`src/pkg/dbts_pkg.sv`:
```
package dbts_pkg;
  // Register indices on the plain register port
  localparam logic [2:0] A_DATA = 3'h0;
  localparam logic [2:0] A_ERR = 3'h1;
  localparam logic [2:0] A_SCNT = 3'h2;
  localparam logic [2:0] A_ADDR_LO = 3'h3;
  localparam logic [2:0] A_ADDR_HI = 3'h4;
  localparam logic [2:0] A_ALT = 3'h6;
  localparam logic [2:0] A_CMD = 3'h7;
  // Command codes; the sector write code spans long and retry bits
  localparam logic [7:0] C_RD_MULT = 8'hc4;
  localparam logic [7:0] C_WR_MULT = 8'hc5;
  localparam logic [7:0] C_SET_MULT = 8'hc6;
  localparam logic [7:0] C_WR_SECT = 8'h30;
  localparam logic [7:0] C_WR_SECT_MASK = 8'hfc;
  localparam int LONG_BIT = 1;
  localparam logic [7:0] C_WR_VFY = 8'h3c;
  localparam logic [7:0] C_WR_BUF = 8'he8;
  localparam logic [7:0] C_WR_DMA = 8'hca;
  // Status and error bit positions
  localparam int ST_BUSY = 7;
  localparam int ST_DRQ = 3;
  localparam int ST_ERR = 0;
  localparam int ER_ABRT = 2;
  localparam int ER_DATA = 6;
  // Sizes and reset values
  localparam logic [7:0] LAST_WORD = 8'hff;
  localparam logic [8:0] CNT_ZERO_MEANS = 9'h100;
  localparam logic [4:0] BLK_SINGLE = 5'h01;
  localparam logic [4:0] BLK_RST = 5'h00;
  localparam logic [15:0] ADDR_RST = 16'h0001;
  localparam logic [7:0] SCNT_RST = 8'h01;

  typedef enum logic [6:0] {
    S_IDLE = 7'h01,
    S_BUSY1 = 7'h02,
    S_HOSTW = 7'h04,
    S_DISKW = 7'h08,
    S_DISKR = 7'h10,
    S_HOSTR = 7'h20,
    S_BUFF = 7'h40
  } dbts_state_e;

  typedef struct packed {
    dbts_state_e st;
    logic busy;
    logic data_request_flag;
    logic err;
    logic [7:0] err_reg;
    logic irq;
    logic dmarq;
    logic mult_en;
    logic [4:0] blk_size;
    logic [7:0] scnt;
    logic [15:0] addr;
    logic [8:0] remain;
    logic [4:0] blk_left;
    logic [4:0] blk_n;
    logic [7:0] word_cnt;
    logic blk_err;
    logic is_write;
    logic is_mult;
    logic is_dma;
    logic is_vfy;
    logic is_long;
    logic is_cfg;
    logic is_buf;
    logic disk_req;
    logic [15:0] rdata;
    logic [15:0] wdata;
    logic wvld;
  } dbts_s;
endpackage

```
`src/rtl/dbts_seq.sv`:
```
`timescale 1ns/10ps
module dbts_seq
  import dbts_pkg::*;
(
  // Clock and reset
  input wire logic REF_CLK,
  input wire logic RST,
  // Register port
  input wire logic [2:0] ADDR,
  input wire logic [15:0] WDATA,
  input wire logic WR,
  input wire logic RD,
  output logic [15:0] RDATA,
  // Host handshake
  output logic IRQ,
  output logic DMARQ,
  // Disk engine
  output logic DISK_REQ,
  output logic DISK_WRITE,
  output logic DISK_VERIFY,
  output logic DISK_LONG,
  output logic [15:0] DISK_ADDR,
  output logic [15:0] DISK_WDATA,
  output logic DISK_WVLD,
  input wire logic DISK_DONE,
  input wire logic DISK_ERR,
  input wire logic [15:0] DISK_RWORD
);
  dbts_s s;
  dbts_s n;
  logic irq_set;
  logic irq_clr;

  function automatic logic [15:0] stat_word(input dbts_s v);
    logic [15:0] w;
    w = '0;
    w[ST_BUSY] = v.busy;
    w[ST_DRQ] = v.data_request_flag;
    w[ST_ERR] = v.err;
    return w;
  endfunction

  // Length of the next block: full size, or what is left
  function automatic logic [4:0] blen(input logic [8:0] rem, input logic [4:0] sz);
    if (rem < {4'h0, sz})
    begin
      return rem[4:0];
    end
    return sz;
  endfunction

  // Single-sector commands must not disturb the stored block size
  function automatic logic [4:0] cur_size(input dbts_s v);
    return v.is_mult ? v.blk_size : BLK_SINGLE;
  endfunction

  function automatic logic [8:0] cnt_total(input logic [7:0] c);
    if (c == 8'h00)
    begin
      return CNT_ZERO_MEANS;
    end
    return {1'b0, c};
  endfunction

  always_comb
  begin
    n = s;
    irq_set = 1'b0;
    irq_clr = 1'b0;
    n.rdata = '0;
    n.disk_req = 1'b0;
    n.wvld = 1'b0;
    if (RD)
    begin
      unique case (ADDR)
        A_DATA: n.rdata = DISK_RWORD;
        A_ERR: n.rdata = {8'h00, s.err_reg};
        A_SCNT: n.rdata = {8'h00, s.scnt};
        A_ADDR_LO: n.rdata = {8'h00, s.addr[7:0]};
        A_ADDR_HI: n.rdata = {8'h00, s.addr[15:8]};
        A_ALT: n.rdata = stat_word(s);
        A_CMD:
        begin
          n.rdata = stat_word(s);
          irq_clr = 1'b1;
        end
        default: n.rdata = '0;
      endcase
    end
    if (WR && s.st == S_IDLE && ADDR == A_SCNT)
    begin
      n.scnt = WDATA[7:0];
    end
    if (WR && s.st == S_IDLE && ADDR == A_ADDR_LO)
    begin
      n.addr[7:0] = WDATA[7:0];
    end
    if (WR && s.st == S_IDLE && ADDR == A_ADDR_HI)
    begin
      n.addr[15:8] = WDATA[7:0];
    end
    if (WR && ADDR == A_CMD)
    begin
      irq_clr = 1'b1;
    end
    unique case (s.st)
      S_IDLE:
      begin
        if (WR && ADDR == A_CMD)
        begin
          n.err = 1'b0;
          n.err_reg = '0;
          n.busy = 1'b1;
          n.blk_err = 1'b0;
          n.word_cnt = '0;
          n.is_write = 1'b0;
          n.is_mult = 1'b0;
          n.is_dma = 1'b0;
          n.is_vfy = 1'b0;
          n.is_long = 1'b0;
          n.is_cfg = 1'b0;
          n.is_buf = 1'b0;
          n.remain = cnt_total(s.scnt);
          if (WDATA[7:0] == C_SET_MULT)
          begin
            n.is_cfg = 1'b1;
            n.st = S_BUSY1;
          end
          else if (WDATA[7:0] == C_RD_MULT || WDATA[7:0] == C_WR_MULT)
          begin
            // Size and enable are consulted by every block command
            if (!s.mult_en)
            begin
              n.err = 1'b1;
              n.err_reg[ER_ABRT] = 1'b1;
              n.busy = 1'b0;
              irq_set = 1'b1;
            end
            else if (WDATA[7:0] == C_RD_MULT)
            begin
              n.is_mult = 1'b1;
              n.blk_left = blen(n.remain, s.blk_size);
              n.blk_n = n.blk_left;
              n.disk_req = 1'b1;
              n.st = S_DISKR;
            end
            else
            begin
              // Long and retry bits have no meaning here
              n.is_mult = 1'b1;
              n.is_write = 1'b1;
              n.st = S_BUSY1;
            end
          end
          else if ((WDATA[7:0] & C_WR_SECT_MASK) == C_WR_SECT ||
                   WDATA[7:0] == C_WR_VFY || WDATA[7:0] == C_WR_DMA)
          begin
            n.is_write = 1'b1;
            n.is_vfy = (WDATA[7:0] == C_WR_VFY);
            n.is_dma = (WDATA[7:0] == C_WR_DMA);
            n.is_long = ((WDATA[7:0] & C_WR_SECT_MASK) == C_WR_SECT) &&
                        WDATA[LONG_BIT];
            n.blk_left = BLK_SINGLE;
            n.busy = 1'b0;
            n.data_request_flag = 1'b1;
            n.st = S_HOSTW;
          end
          else if (WDATA[7:0] == C_WR_BUF)
          begin
            n.is_buf = 1'b1;
            n.st = S_BUSY1;
          end
          else
          begin
            n.err = 1'b1;
            n.err_reg[ER_ABRT] = 1'b1;
            n.busy = 1'b0;
            irq_set = 1'b1;
          end
        end
      end
      S_BUSY1:
      begin
        n.busy = 1'b0;
        irq_set = 1'b1;
        n.st = S_IDLE;
        if (s.is_cfg)
        begin
          unique case (s.scnt)
            8'h00: n.mult_en = 1'b0;
            8'h02, 8'h04, 8'h08, 8'h10:
            begin
              n.blk_size = s.scnt[4:0];
              n.mult_en = 1'b1;
            end
            default:
            begin
              n.mult_en = 1'b0;
              n.err = 1'b1;
              n.err_reg[ER_ABRT] = 1'b1;
            end
          endcase
        end
        else if (s.is_buf)
        begin
          n.data_request_flag = 1'b1;
          n.word_cnt = '0;
          n.st = S_BUFF;
        end
        else
        begin
          n.data_request_flag = 1'b1;
          n.blk_left = blen(s.remain, s.blk_size);
          n.st = S_HOSTW;
        end
      end
      S_HOSTW:
      begin
        if (WR && ADDR == A_DATA)
        begin
          n.wdata = WDATA;
          n.wvld = 1'b1;
          n.word_cnt = s.word_cnt + 8'h01;
          if (s.word_cnt == LAST_WORD)
          begin
            if (s.blk_left == 5'h01)
            begin
              // Whole block is in; the engine seeks on its own if needed
              n.data_request_flag = 1'b0;
              n.busy = 1'b1;
              n.disk_req = 1'b1;
              n.blk_left = blen(s.remain, cur_size(s));
              n.st = S_DISKW;
            end
            else
            begin
              n.blk_left = s.blk_left - 5'h01;
            end
          end
        end
      end
      S_DISKW:
      begin
        if (DISK_DONE)
        begin
          if (DISK_ERR)
          begin
            // Address still names the failing sector
            n.err = 1'b1;
            n.err_reg[ER_DATA] = 1'b1;
            n.busy = 1'b0;
            irq_set = 1'b1;
            n.st = S_IDLE;
          end
          else if (s.remain == 9'h001)
          begin
            n.remain = '0;
            n.busy = 1'b0;
            irq_set = 1'b1;
            n.st = S_IDLE;
          end
          else
          begin
            n.remain = s.remain - 9'h001;
            n.addr = s.addr + 16'h0001;
            if (s.blk_left == 5'h01)
            begin
              n.busy = 1'b0;
              n.data_request_flag = 1'b1;
              irq_set = !s.is_dma;
              n.blk_left = blen(n.remain, cur_size(s));
              n.st = S_HOSTW;
            end
            else
            begin
              n.blk_left = s.blk_left - 5'h01;
              n.disk_req = 1'b1;
            end
          end
        end
      end
      S_DISKR:
      begin
        if (DISK_DONE)
        begin
          n.remain = s.remain - 9'h001;
          n.blk_err = s.blk_err | DISK_ERR;
          if (!n.blk_err && n.remain != '0)
          begin
            n.addr = s.addr + 16'h0001;
          end
          if (s.blk_left == 5'h01)
          begin
            // Error shows at block start, data still handed over
            n.err = n.blk_err;
            n.err_reg[ER_DATA] = n.blk_err;
            n.busy = 1'b0;
            n.data_request_flag = 1'b1;
            irq_set = 1'b1;
            n.blk_left = s.blk_n;
            n.word_cnt = '0;
            n.st = S_HOSTR;
          end
          else
          begin
            n.blk_left = s.blk_left - 5'h01;
            n.disk_req = 1'b1;
          end
        end
      end
      S_HOSTR:
      begin
        if (RD && ADDR == A_DATA)
        begin
          n.word_cnt = s.word_cnt + 8'h01;
          if (s.word_cnt == LAST_WORD)
          begin
            if (s.blk_left == 5'h01)
            begin
              n.data_request_flag = 1'b0;
              if (s.remain == '0 || s.blk_err)
              begin
                n.st = S_IDLE;
              end
              else
              begin
                n.busy = 1'b1;
                n.blk_left = blen(s.remain, s.blk_size);
                n.blk_n = n.blk_left;
                n.disk_req = 1'b1;
                n.st = S_DISKR;
              end
            end
            else
            begin
              n.blk_left = s.blk_left - 5'h01;
            end
          end
        end
      end
      S_BUFF:
      begin
        if (WR && ADDR == A_DATA)
        begin
          n.wdata = WDATA;
          n.wvld = 1'b1;
          n.word_cnt = s.word_cnt + 8'h01;
          if (s.word_cnt == LAST_WORD)
          begin
            n.data_request_flag = 1'b0;
            n.st = S_IDLE;
          end
        end
      end
    endcase
    // A new event outranks a clear in the same cycle
    n.irq = (s.irq & ~irq_clr) | irq_set;
    n.dmarq = n.data_request_flag & n.is_dma;
  end

  always_ff @(posedge REF_CLK)
  begin
    if (RST)
    begin
      s <= '0;
      s.st <= S_IDLE;
      s.mult_en <= 1'b0;
      s.blk_size <= BLK_RST;
      s.scnt <= SCNT_RST;
      s.addr <= ADDR_RST;
    end
    else
    begin
      s <= n;
    end
  end

  assign RDATA = s.rdata;
  assign IRQ = s.irq;
  assign DMARQ = s.dmarq;
  assign DISK_REQ = s.disk_req;
  assign DISK_WRITE = s.is_write;
  assign DISK_VERIFY = s.is_vfy;
  assign DISK_LONG = s.is_long;
  assign DISK_ADDR = s.addr;
  assign DISK_WDATA = s.wdata;
  assign DISK_WVLD = s.wvld;

  wire cmd_wr = WR && ADDR == A_CMD && s.st == S_IDLE;

  property p_irq_clr;
    @(posedge REF_CLK) disable iff (RST)
    RD && ADDR == A_CMD && s.st == S_IDLE |=> !IRQ;
  endproperty
  a_irq_clr: assert property (p_irq_clr) else $error("irq not dropped");

  property p_cfg_zero;
    @(posedge REF_CLK) disable iff (RST)
    cmd_wr && WDATA[7:0] == C_SET_MULT && s.scnt == 8'h00
    |=> s.busy ##1 (!s.mult_en && IRQ && !s.err && !s.busy);
  endproperty
  a_cfg_zero: assert property (p_cfg_zero) else $error("zero size");

  property p_cfg_ok;
    @(posedge REF_CLK) disable iff (RST)
    cmd_wr && WDATA[7:0] == C_SET_MULT && s.scnt == 8'h04
    |-> ##2 (s.mult_en && s.blk_size == 5'h04 && !s.err);
  endproperty
  a_cfg_ok: assert property (p_cfg_ok) else $error("size not stored");

  property p_cfg_bad;
    @(posedge REF_CLK) disable iff (RST)
    cmd_wr && WDATA[7:0] == C_SET_MULT && s.scnt == 8'h03
    |-> ##2 (!s.mult_en && s.err_reg[ER_ABRT]);
  endproperty
  a_cfg_bad: assert property (p_cfg_bad) else $error("bad size kept");

  property p_abort;
    @(posedge REF_CLK) disable iff (RST)
    cmd_wr && (WDATA[7:0] == C_RD_MULT || WDATA[7:0] == C_WR_MULT) && !s.mult_en
    |=> s.err_reg[ER_ABRT] && IRQ && s.st == S_IDLE;
  endproperty
  a_abort: assert property (p_abort) else $error("no abort");

  property p_wsect;
    @(posedge REF_CLK) disable iff (RST)
    cmd_wr && (WDATA[7:0] & C_WR_SECT_MASK) == C_WR_SECT |=> s.data_request_flag && !IRQ && !s.busy;
  endproperty
  a_wsect: assert property (p_wsect) else $error("first fill wrong");

  property p_wmult;
    @(posedge REF_CLK) disable iff (RST)
    cmd_wr && WDATA[7:0] == C_WR_MULT && s.mult_en
    |=> (s.busy && !s.data_request_flag) ##1 (s.data_request_flag && IRQ);
  endproperty
  a_wmult: assert property (p_wmult) else $error("block write start");

  property p_rd_noirq;
    @(posedge REF_CLK) disable iff (RST)
    s.st == S_HOSTR |=> !$rose(IRQ);
  endproperty
  a_rd_noirq: assert property (p_rd_noirq) else $error("irq inside block");

  property p_fill;
    @(posedge REF_CLK) disable iff (RST)
    s.st == S_HOSTW && WR && ADDR == A_DATA && s.word_cnt == LAST_WORD && s.blk_left == 5'h01
    |=> !s.data_request_flag && s.busy && DISK_REQ;
  endproperty
  a_fill: assert property (p_fill) else $error("buffer full not handled");

  property p_dma;
    @(posedge REF_CLK) disable iff (RST)
    s.is_dma && s.st != S_IDLE |-> !IRQ;
  endproperty
  a_dma: assert property (p_dma) else $error("dma mid irq");

  c_rd_err: cover property (@(posedge REF_CLK) disable iff (RST)
    s.st == S_DISKR ##1 s.st == S_HOSTR && s.err);
  c_wmult_done: cover property (@(posedge REF_CLK) disable iff (RST)
    s.is_mult && s.is_write && s.st == S_DISKW ##1 s.st == S_IDLE && !s.err);
  c_buf: cover property (@(posedge REF_CLK) disable iff (RST)
    s.st == S_BUFF ##1 s.st == S_IDLE);
endmodule

```
`config.mk`:
```
export PLATFORM = sky130hd
export DESIGN_NAME = dbts_seq
export DESIGN_NICKNAME = d
export VERILOG_FILES = /design/src/pkg/dbts_pkg.sv /design/src/rtl/dbts_seq.sv
export SDC_FILE = /design/constraint.sdc
export NUM_CORES = 1
export LEC_CHECK = 0
export BUFFER_PORTS_ARGS = -buffer_cell sky130_fd_sc_hd__buf_2
export CORE_UTILIZATION = 55
export CTS_CLUSTER_SIZE = 12
export DETAILED_ROUTE_END_ITERATION = 10
export HOLD_SLACK_MARGIN = 0.06
export MAX_ROUTING_LAYER = met4
export PLACE_DENSITY_LB_ADDON = 0.2
export SLEW_MARGIN = 20
export SYNTH_ARGS = -nofsm -noshare
export SYNTH_HDL_FRONTEND = slang
export SYNTH_SLANG_ARGS = --single-unit
```
`constraint.sdc`:
```
create_clock -name REF_CLK -period 4.2 [get_ports REF_CLK]
set_input_delay 0.84 -clock REF_CLK [delete_from_list [all_inputs] [get_ports REF_CLK]]
set_output_delay 0.84 -clock REF_CLK [all_outputs]
set_load 0.05 [all_outputs]
```
==> reports/metrics.csv <==
metric,value,unit
status,"finished, final reports clean",
grt-ovfl-total,0,
rrSetupSlack,0.79,ns
ir_drop,0.0003586,V
met1_usage,0.4364,
antenna_found_initial,0,
synthArstFlopShare,0,
fp.coreArea,12820,um2
holdPathStages,2,
clkLatencyLatePin,0.42,ns
cts_tree,done,
fin_crit_sh,0.8113,
synth_flop_cell,dfxtp_1,
rsz0062_at_grt,false,
synth.yosys.seq_area_share,0.3081,
grt_pass1_vias,6411,
hold_path.class,reg -> reg,
clkTransAtPathRegs,0.06,ns
drtPass1Iterations,6,
combPwrFrac,0.080,
cts_setup_buffers,0,
synth-seq-cells,113,
drv_slew,0,
synth_area_per_cell,7.672,um2
drive_above_1_share,0.1707,
p_leak,0.003196,uW
p_sw,718.2,uW
final.setup_skew,0.007607,ns
fin_crit,3.408,ns
hold_buffers,0,
power_density,348.9,nW/um2
slew_headroom,0.4620,
cts_buffers,17,
r2r-end,s[58]$_SDFFE_PP0P_,
area_delta_synth_final,10.60,%
place_hpwl,15.27,mm
grt_max_degree,49,
start_kind,register,
die_y,117.5,um
hold_violations,0,
ys_warn_count,0,
wl,21.40,mm
criticalPathCategory,reg -> reg,
synthesis.area,7342,um2
initial_utilization,0.5725,
track_usage,0.3181,
arrival,3.72,ns
grt_util_met3,0.07171,
rows,41,
clkPwrFrac,0.531,
finalSetupViolations,0,
reg2reg_depth,13,
drt_iter0_drc,756,
finalSetupTns,0,ns
vias,7142,
reg2reg_from,s[60]$_SDFFE_PP0P_,
switching_share,0.2535,
io-pin-count,96,
crit_end,s[58]$_SDFFE_PP0P_,
cp-end-kind,register,
startpoint,s[60]$_SDFFE_PP0P_,
p_seq_frac,0.389,
root_buffer,clkbuf_16,
wl_per_cell,18.51,um
ant_nets,0,
total_power,2833,uW
grt.busiest_layer,met2,
die_w,117.5,um
cts_resized,0,
place.gp.congestion,0.9908,
cp.required,4.52,ns
synth_cells,957,
drv_cap,0,
numPortBuffers,95,
grt_pass1_wl,33.99,mm
cts_sinks,113,
htreeDepth,4,
die-area,13820,um2
fin_nets,1034,
via_per_inst,6.178,
synth_nets,1020,
cts_buffer_depth,2,
synth_edf_count,0,
diodes,0,
grt_use_met2,0.4634,
worst_pin_slew,0.7997,ns
drcViolationCount,0,
fmax,0.2935,GHz
cp_max_fo,12,
ys_types,86,
internal_power,2115,uW
## worst min path at each step
stage,startpoint,endpoint
floorplan,DISK_WDATA[0]$_SDFFE_PP0P_,DISK_WDATA[0]$_SDFFE_PP0P_
finish,DISK_LONG$_SDFFE_PP0P_,DISK_LONG$_SDFFE_PP0P_
global placement,DISK_LONG$_SDFFE_PP0P_,DISK_LONG$_SDFFE_PP0P_
detailed placement,DISK_WDATA[11]$_SDFFE_PP0P_,DISK_WDATA[11]$_SDFFE_PP0P_
global route,DISK_LONG$_SDFFE_PP0P_,DISK_LONG$_SDFFE_PP0P_
CTS,DISK_LONG$_SDFFE_PP0P_,DISK_LONG$_SDFFE_PP0P_
## cells in the final DEF (no fill, tap or decap), types with 22 or more instances in the layout
cell type,count
nor3_1,33
ha_1,22
inv_1,28
nor2_1,118
nand2_1,98
o21ai_0,32
a21oi_1,90
nand3_1,22
mux2i_1,33
dfxtp_1,113
buf_2,95
## layer usage
metal | vias up | part of all wire
li1 | 3439 | -
met5 | - | 0
met3 | 35 | 0.092
met2 | 361 | 0.44
met1 | 3307 | 0.45
met4 | 0 | 0.015
## cells in the mapped netlist (5+ instances only)
cell type | count | area [um2]
nor2_1 | 118 | 442.9
dfxtp_1 | 113 | 2262
nand2_1 | 98 | 367.9
a21oi_1 | 90 | 450.4
buf_4 | 49 | 367.9
clkbuf_1 | 49 | 183.9
mux2i_1 | 33 | 330.3
nor3_1 | 33 | 165.2
o21ai_0 | 32 | 160.2
inv_1 | 28 | 105.1
ha_1 | 22 | 275.3
nand3_1 | 22 | 110.1
o211ai_1 | 17 | 127.6
and2_1 | 16 | 100.1
a211oi_1 | 15 | 112.6
a31oi_1 | 15 | 93.84
nand4_1 | 11 | 68.82
buf_2 | 10 | 50.05
nor2b_1 | 9 | 56.30
xor2_1 | 9 | 78.83
a22oi_1 | 8 | 60.06
and3_1 | 8 | 50.05
nand2b_1 | 8 | 50.05
nor4_1 | 8 | 50.05
a221oi_1 | 7 | 61.31
or3_1 | 7 | 43.79
o31ai_1 | 6 | 45.04
mux2_2 | 5 | 56.30
nor3b_1 | 5 | 37.54
o22ai_1 | 5 | 31.28
or2_2 | 5 | 31.28
## critical path, cell delays in order (launching register included)
cell and delay, ns:
dfxtp_1 0.57, inv_1 0.17, ha_1 0.27, xnor2_1 0.28
inv_1 0.08, ha_1 0.29, o21ai_0 0.08, a31oi_1 0.08
o31ai_1 0.21, nand2_1 0.08, a211o_1 0.40, mux2_2 0.31
a311o_1 0.34, o21a_1 0.16
## power groups by stage
| stage | clock network, uW | registers [uW] | logic, uW |
|---|---|---|---|
| after floorplan | 0 | 1120 | 163 |
| after global placement | 0 | 1120 | 220 |
| after detailed placement | 0 | 1120 | 220 |
| after CTS | 1510 | 1100 | 222 |
| after global routing | 1560 | 1100 | 244 |
| final | 1510 | 1100 | 226 |
## stage by stage
| stage | instance area, um2 | worst slack [ns] | hold slack [ns] | cells | utilization |
|---|---|---|---|---|---|
| final | 8120 | 0.7923 | 0.4513 | 1156 | 0.6332 |
| after global routing | 8120 | 0.5497 | 0.4692 | 1156 | 0.6332 |
| after CTS | 8120 | 0.7913 | 0.4509 | 1156 | 0.6332 |
| after detailed placement | 7502 | 0.8038 | 0.4434 | 1124 | 0.5850 |
| after global placement | 7502 | 0.8990 | 0.4385 | 1124 | 0.5850 |
| after floorplan | 7342 | 1.134 | 0.4367 | 957 | - |
## final cells by class
class / count / area (um2)
fill: 1153 / 4705
multi-input combinational: 706 / 4369
sequential: 113 / 2262
timing repair buffer: 105 / 550.5
clock buffer: 18 / 439.2
tap: 172 / 215.2
clock inverter: 14 / 178.9
inverter: 28 / 105.1
## state kept, by name, summed over array words and instances, names as in the netlist
signal	flops
DMARQ	1
IRQ	1
DISK_ADDR	16
DISK_WVLD	1
DISK_REQ	1
DISK_LONG	1
DISK_WDATA	16
DISK_VERIFY	1
DISK_WRITE	1
RDATA	16
s	58
## logic make-up (layout without fill, tap and decap cells)
family	after synthesis	in the layout	share of synthesized area
AOI/OAI and AO/OA	252	252	0.2289
xor gates and xnor gates	13	13	0.01551
buffers and inverters	138	165	0.09731
adders and majority gates	23	23	0.03885
and+or+nand+nor	380	380	0.2587
muxes	38	38	0.05266
DFF	113	113	0.3081
Power figures use the tool's default switching activity.
